`config.mk`:
```
export PLATFORM = sky130hd
export DESIGN_NAME = standby_wakeup_control
export DESIGN_NICKNAME = d
export VERILOG_FILES = /design/src/standby_pkg.sv /design/src/edge_catch.sv /design/src/standby_wakeup_control.sv
export SDC_FILE = /design/constraint.sdc
export NUM_CORES = 1
export LEC_CHECK = 0
export BUFFER_PORTS_ARGS = -buffer_cell sky130_fd_sc_hd__buf_4
export CAP_MARGIN = 20
export CORE_MARGIN = 4
export CORE_UTILIZATION = 25
export CTS_CLUSTER_DIAMETER = 80
export DETAILED_ROUTE_END_ITERATION = 7
export PLACE_DENSITY = 0.39
export SYNTH_ARGS = -nofsm -noshare
export SYNTH_HDL_FRONTEND = slang
export SYNTH_SLANG_ARGS = --single-unit
```
`constraint.sdc`:
```
create_clock -name clk_sys -period 3.2 [get_ports clk_sys]
set_clock_uncertainty 0.15 [all_clocks]
set_input_delay 0.16 -clock clk_sys [delete_from_list [all_inputs] [get_ports clk_sys]]
set_output_delay 0.16 -clock clk_sys [all_outputs]
set_load 0.03 [all_outputs]
```
`src/standby_pkg.sv`:
```
package standby_pkg;

    // Source indices: seven interrupt sources, then two test sources
    localparam int NUM_SRC = 9;
    localparam int SRC_BT = 0;
    localparam int SRC_FILT = 1;
    localparam int SRC_EXT1 = 2;
    localparam int SRC_EXT4 = 3;
    localparam int SRC_SER = 4;
    localparam int SRC_TEV = 5;
    localparam int SRC_TCNT = 6;
    localparam int SRC_DUAL = 7;
    localparam int SRC_CLKT = 8;

    // Register byte addresses
    localparam logic [11:0] ADDR_REQ = 12'h000;
    localparam logic [11:0] ADDR_EN = 12'h004;
    localparam logic [11:0] ADDR_CTRL = 12'h008;
    localparam logic [11:0] ADDR_PRIO = 12'h00c;
    localparam logic [11:0] ADDR_EDGE = 12'h010;
    localparam logic [11:0] ADDR_STAT = 12'h014;
    localparam logic [11:0] ADDR_VEC_BASE = 12'h040;

    // Field positions
    localparam int CTRL_MIE = 0;
    localparam int CTRL_SER_EXT = 1;
    localparam int CTRL_TEV_PIN = 2;
    localparam int CTRL_CLKT_SUB = 3;
    localparam int CTRL_WDT = 4;
    localparam int EDGE_BYPASS = 2;

    // Reset values
    localparam logic [8:0] EN_RESET = 9'h000;
    localparam logic [4:0] CTRL_RESET = 5'h00;
    localparam logic [8:0] PRIO_RESET = 9'h000;
    localparam logic [3:0] EDGE_RESET = 4'h0;
    localparam logic [15:0] VEC_RESET = 16'h0000;

    typedef enum logic [1:0] {
        MODE_RUN,
        MODE_HALT,
        MODE_STOP
    } power_mode_t;

    typedef struct packed {
        logic cpu_clk_en;
        logic main_osc_en;
        logic bt_run;
        logic ser_run;
        logic tev_run;
        logic tcnt_run;
        logic clkt_run;
        logic filt_run;
    } run_enables_t;

    typedef struct packed {
        logic valid;
        logic [3:0] src;
        logic [15:0] vector;
    } irq_take_t;

endpackage

```
`src/edge_catch.sv`:
```
`timescale 1ns/1ps

module edge_catch #(
    parameter int WIDTH = 2
) (
    input wire logic clk_sys,
    input wire logic rst_b,
    input wire logic [WIDTH-1:0] pin,
    input wire logic [WIDTH-1:0] pin_en,
    input wire logic [WIDTH-1:0] rise_sel,
    output logic hit
);
    logic [WIDTH-1:0] last;
    logic [WIDTH-1:0] seen;

    always_ff @(posedge clk_sys or negedge rst_b) begin
        if (!rst_b) begin
            last <= '0;
        end else begin
            last <= pin;
        end
    end

    for (genvar i = 0; i < WIDTH; i++) begin : g_edge
        assign seen[i] = pin_en[i] & (rise_sel[i] ? (pin[i] & ~last[i]) : (~pin[i] & last[i]));
    end

    assign hit = |seen;
endmodule

```
`src/standby_wakeup_control.sv`:
```
`timescale 1ns/1ps
// Notes on behaviour
// (RULE1) Seven interrupt, two test sources, flags each
// (RULE2) Vector taken only when source and master enabled
// (RULE3) Each source's start address is programmable
// (RULE4) Priority register lets high sources nest
// (RULE5) Software reads and clears every request flag
// (RULE6) Enabled sources alone may release standby
// (RULE7) Dual-edge test source watches two pins
// (RULE8) Filter selected: filtered input cannot wake
// (RULE9) STOP only on main clock; HALT either
// (RULE10) STOP stops main oscillator and CPU
// (RULE11) HALT gates CPU clock only
// (RULE12) Basic timer: off in STOP, HALT needs main
// (RULE13) In HALT basic timer flags or resets
// (RULE14) Serial: STOP external clock; HALT also internal
// (RULE15) Event counter: STOP pin clock; HALT also internal
// (RULE16) Second timer: off in STOP, HALT needs main
// (RULE17) Clock timer: HALT runs; STOP needs subclock
// (RULE18) Standby keeps unfiltered inputs, drops filtered
// (RULE19) Filtered input works in standby if bypass set
// (RULE20) Enabled request or reset releases standby

module standby_wakeup_control (
    input wire logic clk_sys,
    input wire logic rst_b,
    input wire logic psel,
    input wire logic penable,
    input wire logic pwrite,
    input wire logic [11:0] paddr,
    input wire logic [31:0] pwdata,
    output logic [31:0] prdata,
    output logic pready,
    output logic pslverr,
    input wire logic stop_cmd,
    input wire logic halt_cmd,
    input wire logic on_subclock,
    input wire logic filtered_ext_interrupt,
    input wire logic filtered_ext_clean,
    input wire logic ext_interrupt_one,
    input wire logic ext_interrupt_four,
    input wire logic [1:0] dual_edge_test_source,
    input wire logic bt_interval_tick,
    input wire logic bt_overflow,
    input wire logic ser_done,
    input wire logic tev_match,
    input wire logic tcnt_match,
    input wire logic clkt_tick,
    input wire logic irq_ack,
    input wire logic irq_return,
    output standby_pkg::irq_take_t irq_take,
    output standby_pkg::power_mode_t power_mode,
    output standby_pkg::run_enables_t run_en,
    output logic watchdog_reset,
    output logic stop_refused
);
    localparam int N = standby_pkg::NUM_SRC;

    logic [N-1:0] source_request_flag;
    logic [N-1:0] source_enable_flag;
    logic [N-1:0] priority_select_register;
    logic [4:0] ctrl;
    logic [3:0] edge_mode_register;
    logic [15:0] vec_addr [N];
    logic [N-1:0] raw_event;
    logic [N-1:0] clr_mask;
    logic [N-1:0] pending;
    logic [N-1:0] wake_src;
    logic dual_hit;
    logic master_interrupt_enable;
    logic noise_filter_bypass_bit;
    logic in_standby;
    logic main_osc;
    logic wake;
    logic in_service;
    logic in_service_high;
    logic [3:0] pick;
    logic pick_valid;
    logic wr;
    logic rd;
    logic [31:0] next_prdata;
    logic next_slverr;
    logic filt_event;

    assign master_interrupt_enable = ctrl[standby_pkg::CTRL_MIE];
    assign noise_filter_bypass_bit = edge_mode_register[standby_pkg::EDGE_BYPASS];
    assign in_standby = power_mode != standby_pkg::MODE_RUN;
    assign main_osc = power_mode != standby_pkg::MODE_STOP;
    assign wr = psel & penable & pwrite;
    assign rd = psel & penable & ~pwrite;
    // Zero-wait slave
    assign pready = 1'b1;

    edge_catch #(
        .WIDTH(2)
    ) u_dual (
        .clk_sys(clk_sys),
        .rst_b(rst_b),
        .pin(dual_edge_test_source),
        .pin_en(edge_mode_register[1:0] | 2'h3),
        .rise_sel({edge_mode_register[1], edge_mode_register[0]}),
        .hit(dual_hit)
    );

    // Filtered input dead in standby unless the filter is bypassed
    always_comb begin
        filt_event = noise_filter_bypass_bit ? filtered_ext_interrupt : filtered_ext_clean; // RULE19
        if (in_standby && !noise_filter_bypass_bit) begin
            filt_event = 1'b0; // RULE18 RULE8
        end
    end

    // Peripheral run permissions by mode
    always_comb begin
        run_en.cpu_clk_en = power_mode == standby_pkg::MODE_RUN; // RULE11 RULE10
        run_en.main_osc_en = main_osc; // RULE10
        run_en.bt_run = main_osc; // RULE12
        run_en.ser_run = !in_standby || main_osc || ctrl[standby_pkg::CTRL_SER_EXT]; // RULE14
        run_en.tev_run = main_osc || ctrl[standby_pkg::CTRL_TEV_PIN]; // RULE15
        run_en.tcnt_run = main_osc; // RULE16
        run_en.clkt_run = main_osc || ctrl[standby_pkg::CTRL_CLKT_SUB]; // RULE17
        run_en.filt_run = !in_standby || noise_filter_bypass_bit; // RULE18
    end

    always_comb begin
        raw_event = '0;
        raw_event[standby_pkg::SRC_BT] = bt_interval_tick & run_en.bt_run
            & ~ctrl[standby_pkg::CTRL_WDT]; // RULE13
        raw_event[standby_pkg::SRC_FILT] = filt_event;
        raw_event[standby_pkg::SRC_EXT1] = ext_interrupt_one; // RULE18
        raw_event[standby_pkg::SRC_EXT4] = ext_interrupt_four; // RULE18
        raw_event[standby_pkg::SRC_SER] = ser_done & run_en.ser_run;
        raw_event[standby_pkg::SRC_TEV] = tev_match & run_en.tev_run;
        raw_event[standby_pkg::SRC_TCNT] = tcnt_match & run_en.tcnt_run;
        raw_event[standby_pkg::SRC_DUAL] = dual_hit; // RULE7
        raw_event[standby_pkg::SRC_CLKT] = clkt_tick & run_en.clkt_run;
    end

    // Watchdog overflow resets the core only while the counter may run
    always_ff @(posedge clk_sys or negedge rst_b) begin
        if (!rst_b) begin
            watchdog_reset <= 1'b0;
        end else begin
            watchdog_reset <= bt_overflow & run_en.bt_run & ctrl[standby_pkg::CTRL_WDT]; // RULE13
        end
    end

    always_comb begin
        clr_mask = '0;
        if (wr && paddr == standby_pkg::ADDR_REQ) begin
            clr_mask = pwdata[N-1:0]; // RULE5
        end
        if (irq_ack && irq_take.valid && irq_take.src < 4'(N)) begin
            clr_mask[irq_take.src] = 1'b1;
        end
    end

    // Set beats clear so an event coinciding with a clear survives
    always_ff @(posedge clk_sys or negedge rst_b) begin
        if (!rst_b) begin
            source_request_flag <= '0;
        end else begin
            source_request_flag <= (source_request_flag & ~clr_mask) | raw_event; // RULE1
        end
    end

    // Enables gate both acceptance and wake-up
    always_ff @(posedge clk_sys or negedge rst_b) begin
        if (!rst_b) begin
            source_enable_flag <= standby_pkg::EN_RESET;
        end else if (wr && paddr == standby_pkg::ADDR_EN) begin
            source_enable_flag <= pwdata[N-1:0]; // RULE1
        end
    end

    always_ff @(posedge clk_sys or negedge rst_b) begin
        if (!rst_b) begin
            ctrl <= standby_pkg::CTRL_RESET;
        end else if (wr && paddr == standby_pkg::ADDR_CTRL) begin
            ctrl <= pwdata[4:0];
        end
    end

    always_ff @(posedge clk_sys or negedge rst_b) begin
        if (!rst_b) begin
            priority_select_register <= standby_pkg::PRIO_RESET;
        end else if (wr && paddr == standby_pkg::ADDR_PRIO) begin
            priority_select_register <= pwdata[N-1:0]; // RULE4
        end
    end

    // Polarity bits and filter bypass
    always_ff @(posedge clk_sys or negedge rst_b) begin
        if (!rst_b) begin
            edge_mode_register <= standby_pkg::EDGE_RESET;
        end else if (wr && paddr == standby_pkg::ADDR_EDGE) begin
            edge_mode_register <= pwdata[3:0];
        end
    end

    for (genvar i = 0; i < N; i++) begin : g_vec
        always_ff @(posedge clk_sys or negedge rst_b) begin
            if (!rst_b) begin
                vec_addr[i] <= standby_pkg::VEC_RESET;
            end else if (wr && paddr == standby_pkg::ADDR_VEC_BASE + 12'(4 * i)) begin
                vec_addr[i] <= pwdata[15:0]; // RULE3
            end
        end
    end

    // Acceptance and priority; high-priority sources may nest into low
    always_comb begin
        pending = source_request_flag & source_enable_flag;
        if (!master_interrupt_enable) begin
            pending = '0; // RULE2
        end else if (in_service_high) begin
            pending = '0; // RULE4
        end else if (in_service) begin
            pending = pending & priority_select_register; // RULE4
        end
        pick = 4'h0;
        pick_valid = 1'b0;
        for (int i = N - 1; i >= 0; i--) begin
            if (pending[i] && priority_select_register[i]) begin
                pick = 4'(i);
                pick_valid = 1'b1;
            end
        end
        if (!pick_valid) begin
            for (int i = N - 1; i >= 0; i--) begin
                if (pending[i]) begin
                    pick = 4'(i);
                    pick_valid = 1'b1;
                end
            end
        end
    end

    always_ff @(posedge clk_sys or negedge rst_b) begin
        if (!rst_b) begin
            irq_take <= '0;
        end else begin
            irq_take.valid <= pick_valid && !(irq_ack && irq_take.valid); // RULE2
            irq_take.src <= pick;
            irq_take.vector <= vec_addr[pick]; // RULE3
        end
    end

    // Two nesting levels: a high source may interrupt a low one only
    always_ff @(posedge clk_sys or negedge rst_b) begin
        if (!rst_b) begin
            in_service <= 1'b0;
            in_service_high <= 1'b0;
        end else if (irq_ack && irq_take.valid) begin
            if (priority_select_register[irq_take.src]) begin
                in_service_high <= 1'b1; // RULE4
            end else begin
                in_service <= 1'b1;
            end
        end else if (irq_return) begin
            // Return closes the innermost level unless an acknowledge lands in the same cycle
            if (in_service_high) begin
                in_service_high <= 1'b0;
            end else begin
                in_service <= 1'b0;
            end
        end
    end

    // Wake ignores master enable; only source enable counts
    always_comb begin
        wake_src = source_request_flag & source_enable_flag; // RULE6
        if (!noise_filter_bypass_bit) begin
            wake_src[standby_pkg::SRC_FILT] = 1'b0; // RULE8
        end
        wake = |wake_src; // RULE20
    end

    always_ff @(posedge clk_sys or negedge rst_b) begin
        if (!rst_b) begin
            power_mode <= standby_pkg::MODE_RUN; // RULE20
        end else begin
            unique case (power_mode)
                standby_pkg::MODE_RUN: begin
                    if (stop_cmd && !on_subclock && !wake) begin
                        power_mode <= standby_pkg::MODE_STOP; // RULE9
                    end else if (halt_cmd && !stop_cmd && !wake) begin
                        power_mode <= standby_pkg::MODE_HALT; // RULE9
                    end
                end
                standby_pkg::MODE_HALT, standby_pkg::MODE_STOP: begin
                    if (wake) begin
                        power_mode <= standby_pkg::MODE_RUN; // RULE20
                    end
                end
                default: power_mode <= standby_pkg::MODE_RUN;
            endcase
        end
    end

    // STOP asked for on the subsystem clock is dropped and flagged
    always_ff @(posedge clk_sys or negedge rst_b) begin
        if (!rst_b) begin
            stop_refused <= 1'b0;
        end else begin
            stop_refused <= stop_cmd && on_subclock // RULE9
                && power_mode == standby_pkg::MODE_RUN;
        end
    end

    always_comb begin
        next_prdata = 32'h0000_0000;
        next_slverr = 1'b0;
        unique case (paddr)
            standby_pkg::ADDR_REQ: next_prdata[N-1:0] = source_request_flag; // RULE5
            standby_pkg::ADDR_EN: next_prdata[N-1:0] = source_enable_flag;
            standby_pkg::ADDR_CTRL: next_prdata[4:0] = ctrl;
            standby_pkg::ADDR_PRIO: next_prdata[N-1:0] = priority_select_register;
            standby_pkg::ADDR_EDGE: next_prdata[3:0] = edge_mode_register;
            standby_pkg::ADDR_STAT: next_prdata[3:0] = {in_service_high, in_service, power_mode};
            default: begin
                if (paddr >= standby_pkg::ADDR_VEC_BASE
                    && paddr < standby_pkg::ADDR_VEC_BASE + 12'(4 * N) && paddr[1:0] == 2'h0) begin
                    next_prdata[15:0] = vec_addr[4'((paddr - standby_pkg::ADDR_VEC_BASE) >> 2)];
                end else begin
                    next_slverr = 1'b1;
                end
            end
        endcase
    end

    // Read data held in a flop; sampled the access cycle it appears
    always_ff @(posedge clk_sys or negedge rst_b) begin
        if (!rst_b) begin
            prdata <= 32'h0000_0000;
        end else if (psel && !penable && !pwrite) begin
            prdata <= next_prdata;
        end
    end

    assign pslverr = psel & penable & next_slverr;
endmodule

```
==> metrics.txt <==
flops & latches, synth=225; vias in the first global route=9134; sequential fraction of the synthesis area=46.8%; DR vias/cell=5.01; HP Class=in2async; total power=6.77 mW; clock buffer depth=3; initial antenna violation count=1; syn avg cell area=12.3 µm²; Fin Hold WS=-0.0201 ns; Final Instance Count excl. Fillers=1780; Sw Share=26.6%; multi-input logic area=6000 µm²; CP cell instances=nand4b_1 -> or2_1 -> a31o_2 -> a31oi_1 -> a21o_2 -> buf_4 -> mux2_2 -> o2bb2ai_1 -> a211oi_1 -> buf_4; clock latency on the worst-skew pair=0.56 ns; Layout area overhead=25.8%; placer congestion estimate=0.790; Site Rows=80; Max Freq=330 MHz; max-slew violations=0; R2R Setup Slk=0.17 ns; EDFF count, synth=0; DR pass1 iterations=5; Seq pwr share=43.0%; Worst Setup End Kind=flop; Int Power=4.97 mW; Crit path buffers/inverters=2; Die ar.=51700 µm²; detailed placement HPWL=27400 µm; Reg-to-Reg End=irq_take[3]; RR Startpoint=in_service_high; clk root buf=clkbuf_16; slowest library cell on the worst path=dfrtp_2; WP data arrival=3.33 ns; Logic pwr share=10.9%; layout cells sized above 1=40.9%; width of the chip=227 µm; Final Cycle Share=94.6%; Max-cap violations=0; top-area cell type share of the netlist area=46.8%; Finish-stage setup viols=0; unrepaired setup endpoints after global routing=true; Setup Crit Path Kind=reg2reg; slowest stage delay, CP=0.48 ns; n_diodes=0; htree depth=1; CTS Buf Count=28; first-pass GRT wire length=61700 µm; CTS tree=done; Top Family by Delay on Critical Path=compound AO/OA/AOI/OAI gates; CP max FO=10; CP Launch Type=flop; core area=47600 µm²; Routed WL=41600 µm; PortBufs=99; status=finished with violations; Vias=8913; largest net degree at the start of global routing=77; dominant synthesized flop cell=dfrtp_1; PwrDens=447 nW/µm²; CTS Sinks=225; Worst Setup SP=in_service_high; Worst R2R Path Depth=10; # nets final=1213; Die H=227 µm; cell count after synthesis=978; synth unique cells=74; most frequent CP cell=buf_4; wire per inst=23.4 µm; Final Critical Period=3.03 ns; io pins=133; gr usage total=16.0%; first-iteration detailed-routing DRC count=555; Hold Vio Cnt, Final=13; post-layout util=31.7%; sw power=1.80 mW; placed cells=1684; violations in the final reports=negative hold slack; GR Overflow Total=0; Post-synth ARST share=100%; ANT nets after route=0; effective utilization at floorplan=25.2%; Clk pwr share=46.1%; sequential cell area=5630 µm²; area leader, netlist=dfrtp_1; fill cell count=4809; YS warnings=0; peak supply drop=0.354 mV; Slew headroom=26.7%; critical path required time=3.51 ns; leakage=6.77 nW; Worst Tran Pin Value=1.10 ns; synthesized area=12000 µm²; Worst-path clk slew=0.06 ns; synth top area cells=dfrtp_1, mux2_2, mux4_2; drt drc=0
[layout make-up]
type / count / share of cell area, %
Clock buffer: 41 / 5.43
Multi-Input combinational cell: 676 / 39.6
Inverter: 11 / 0.273
Sequential cell: 225 / 37.2
Clock inverter: 10 / 0.513
Tap cell: 615 / 5.09
Timing Repair Buffer: 202 / 11.8
[state kept, by name, summed over array words and instances, names as in the netlist, 2 cells and up]
| signal | flops |
|---|---|
| ctrl | 5 |
| edge_mode_register | 4 |
| irq_take | 21 |
| power_mode | 2 |
| prdata | 16 |
| priority_select_register | 9 |
| source_enable_flag | 9 |
| source_request_flag | 9 |
| u_dual.last | 2 |
| vec_addr | 144 |
[metal layers]
| layer | global-route usage [%] | share of wire, % |
|---|---|---|
| met5 | 0 | 0 |
| met4 | 3.71 | 2.4 |
| met3 | 2.95 | 5.9 |
| met2 | 24.6 | 44 |
| met1 | 23.5 | 48 |
[per-stage QoR]
stage	instance area, µm²	setup TNS (ns)	setup WS, ns	hold WS [ns]
floorplan	12100	0	0.506	-0.286
global placement	13800	0	0.0649	0.0143
detailed placement	13800	0	0.120	0.0180
CTS	15100	0	0.0698	0.00573
global route	15100	-0.00260	-0.00260	0.0247
finish	15100	0	0.171	-0.0201
[worst max path at each step]
stage / cells past startpoint / endpoint / slack, ns
4_1_cts: 9 / irq_take[9] / 0.07
3_5_place_dp: 9 / irq_take[9] / 0.12
6_report: 10 / irq_take[3] / 0.17
3_3_place_gp: 10 / irq_take[4] / 0.06
2_1_floorplan: 12 / irq_take[10] / 0.51
5_1_grt: 10 / irq_take[12] / -0.003
[cell usage in the layout, fill, tap and decap left out, drive strengths merged, types with 19 or more instances in the layout]
| master | instances |
|---|---|
| a31oi | 19 |
| nor2 | 40 |
| dfrtp | 225 |
| nor2b | 30 |
| mux4 | 32 |
| nand2 | 80 |
| clkbuf | 41 |
| o21ai | 31 |
| a21oi | 19 |
| a221oi | 26 |
| mux2i | 22 |
| dlygate4sd3 | 44 |
| a211oi | 19 |
| buf | 158 |
| mux2 | 202 |
[repair_timing]
action,in CTS,in global routing
resized for setup,0,6
buffers inserted,0,1
hold buffers,44,0
setup endpoints to repair,0,16
hold endpoints to repair,387,0
[kinds of logic (layout without fill, tap and decap cells)]
group / after synthesis / in the layout / synth area share (%)
AO/OA/AOI/OAI: 182 / 182 / 12.2
adder cells (fa/ha/maj): 3 / 3 / 0.312
buffers and inverters: 92 / 264 / 4.27
flip-flops: 225 / 225 / 46.8
multiplexers: 256 / 256 / 27.0
other: 2 / 17 / 0.0625
AND/OR/NAND/NOR: 218 / 218 / 9.36
[power by group through the flow]
stage | sequential [mW] | clock, mW | combinational, mW
6_report | 2.91 | 3.12 | 0.738
5_1_grt | 2.91 | 3.35 | 0.801
4_1_cts | 2.91 | 3.23 | 0.752
3_5_place_dp | 2.96 | 0 | 0.711
3_3_place_gp | 2.96 | 0 | 0.710
2_1_floorplan | 2.99 | 0 | 0.355
[cell usage after synthesis (3+ instances only)]
cell type / instances
dfrtp_1: 225
mux2_2: 184
nand2_1: 79
nor2_1: 39
mux4_2: 32
o21ai_0: 31
nor2b_1: 30
buf_4: 27
clkbuf_1: 23
mux2i_1: 22
a31oi_1: 19
a21oi_1: 17
a221oi_1: 17
o2bb2ai_1: 17
buf_2: 16
nand2b_1: 12
inv_1: 11
a211oi_2: 10
buf_1: 10
mux2_1: 10
nand3_1: 10
a211oi_1: 9
a221oi_2: 9
mux2_4: 8
nor3_1: 7
a21o_1: 6
a22o_1: 6
o311ai_0: 6
buf_6: 4
nand4b_1: 4
nor4_1: 4
nor4_2: 4
a222oi_1: 3
a22oi_1: 3
a31o_2: 3
a32o_1: 3
and3_1: 3
ha_1: 3
nor3_2: 3
[worst register-to-register path: stages (launching register included)]
cell and delay, ns:
dfrtp_2 0.48, nand4b_1 0.28, or2_1 0.29, a31o_2 0.25, a31oi_1 0.24, a21o_2 0.31
buf_4 0.20, mux2_2 0.33, o2bb2ai_1 0.17, a211oi_1 0.08, buf_4 0.16
Power figures use the tool's default switching activity.
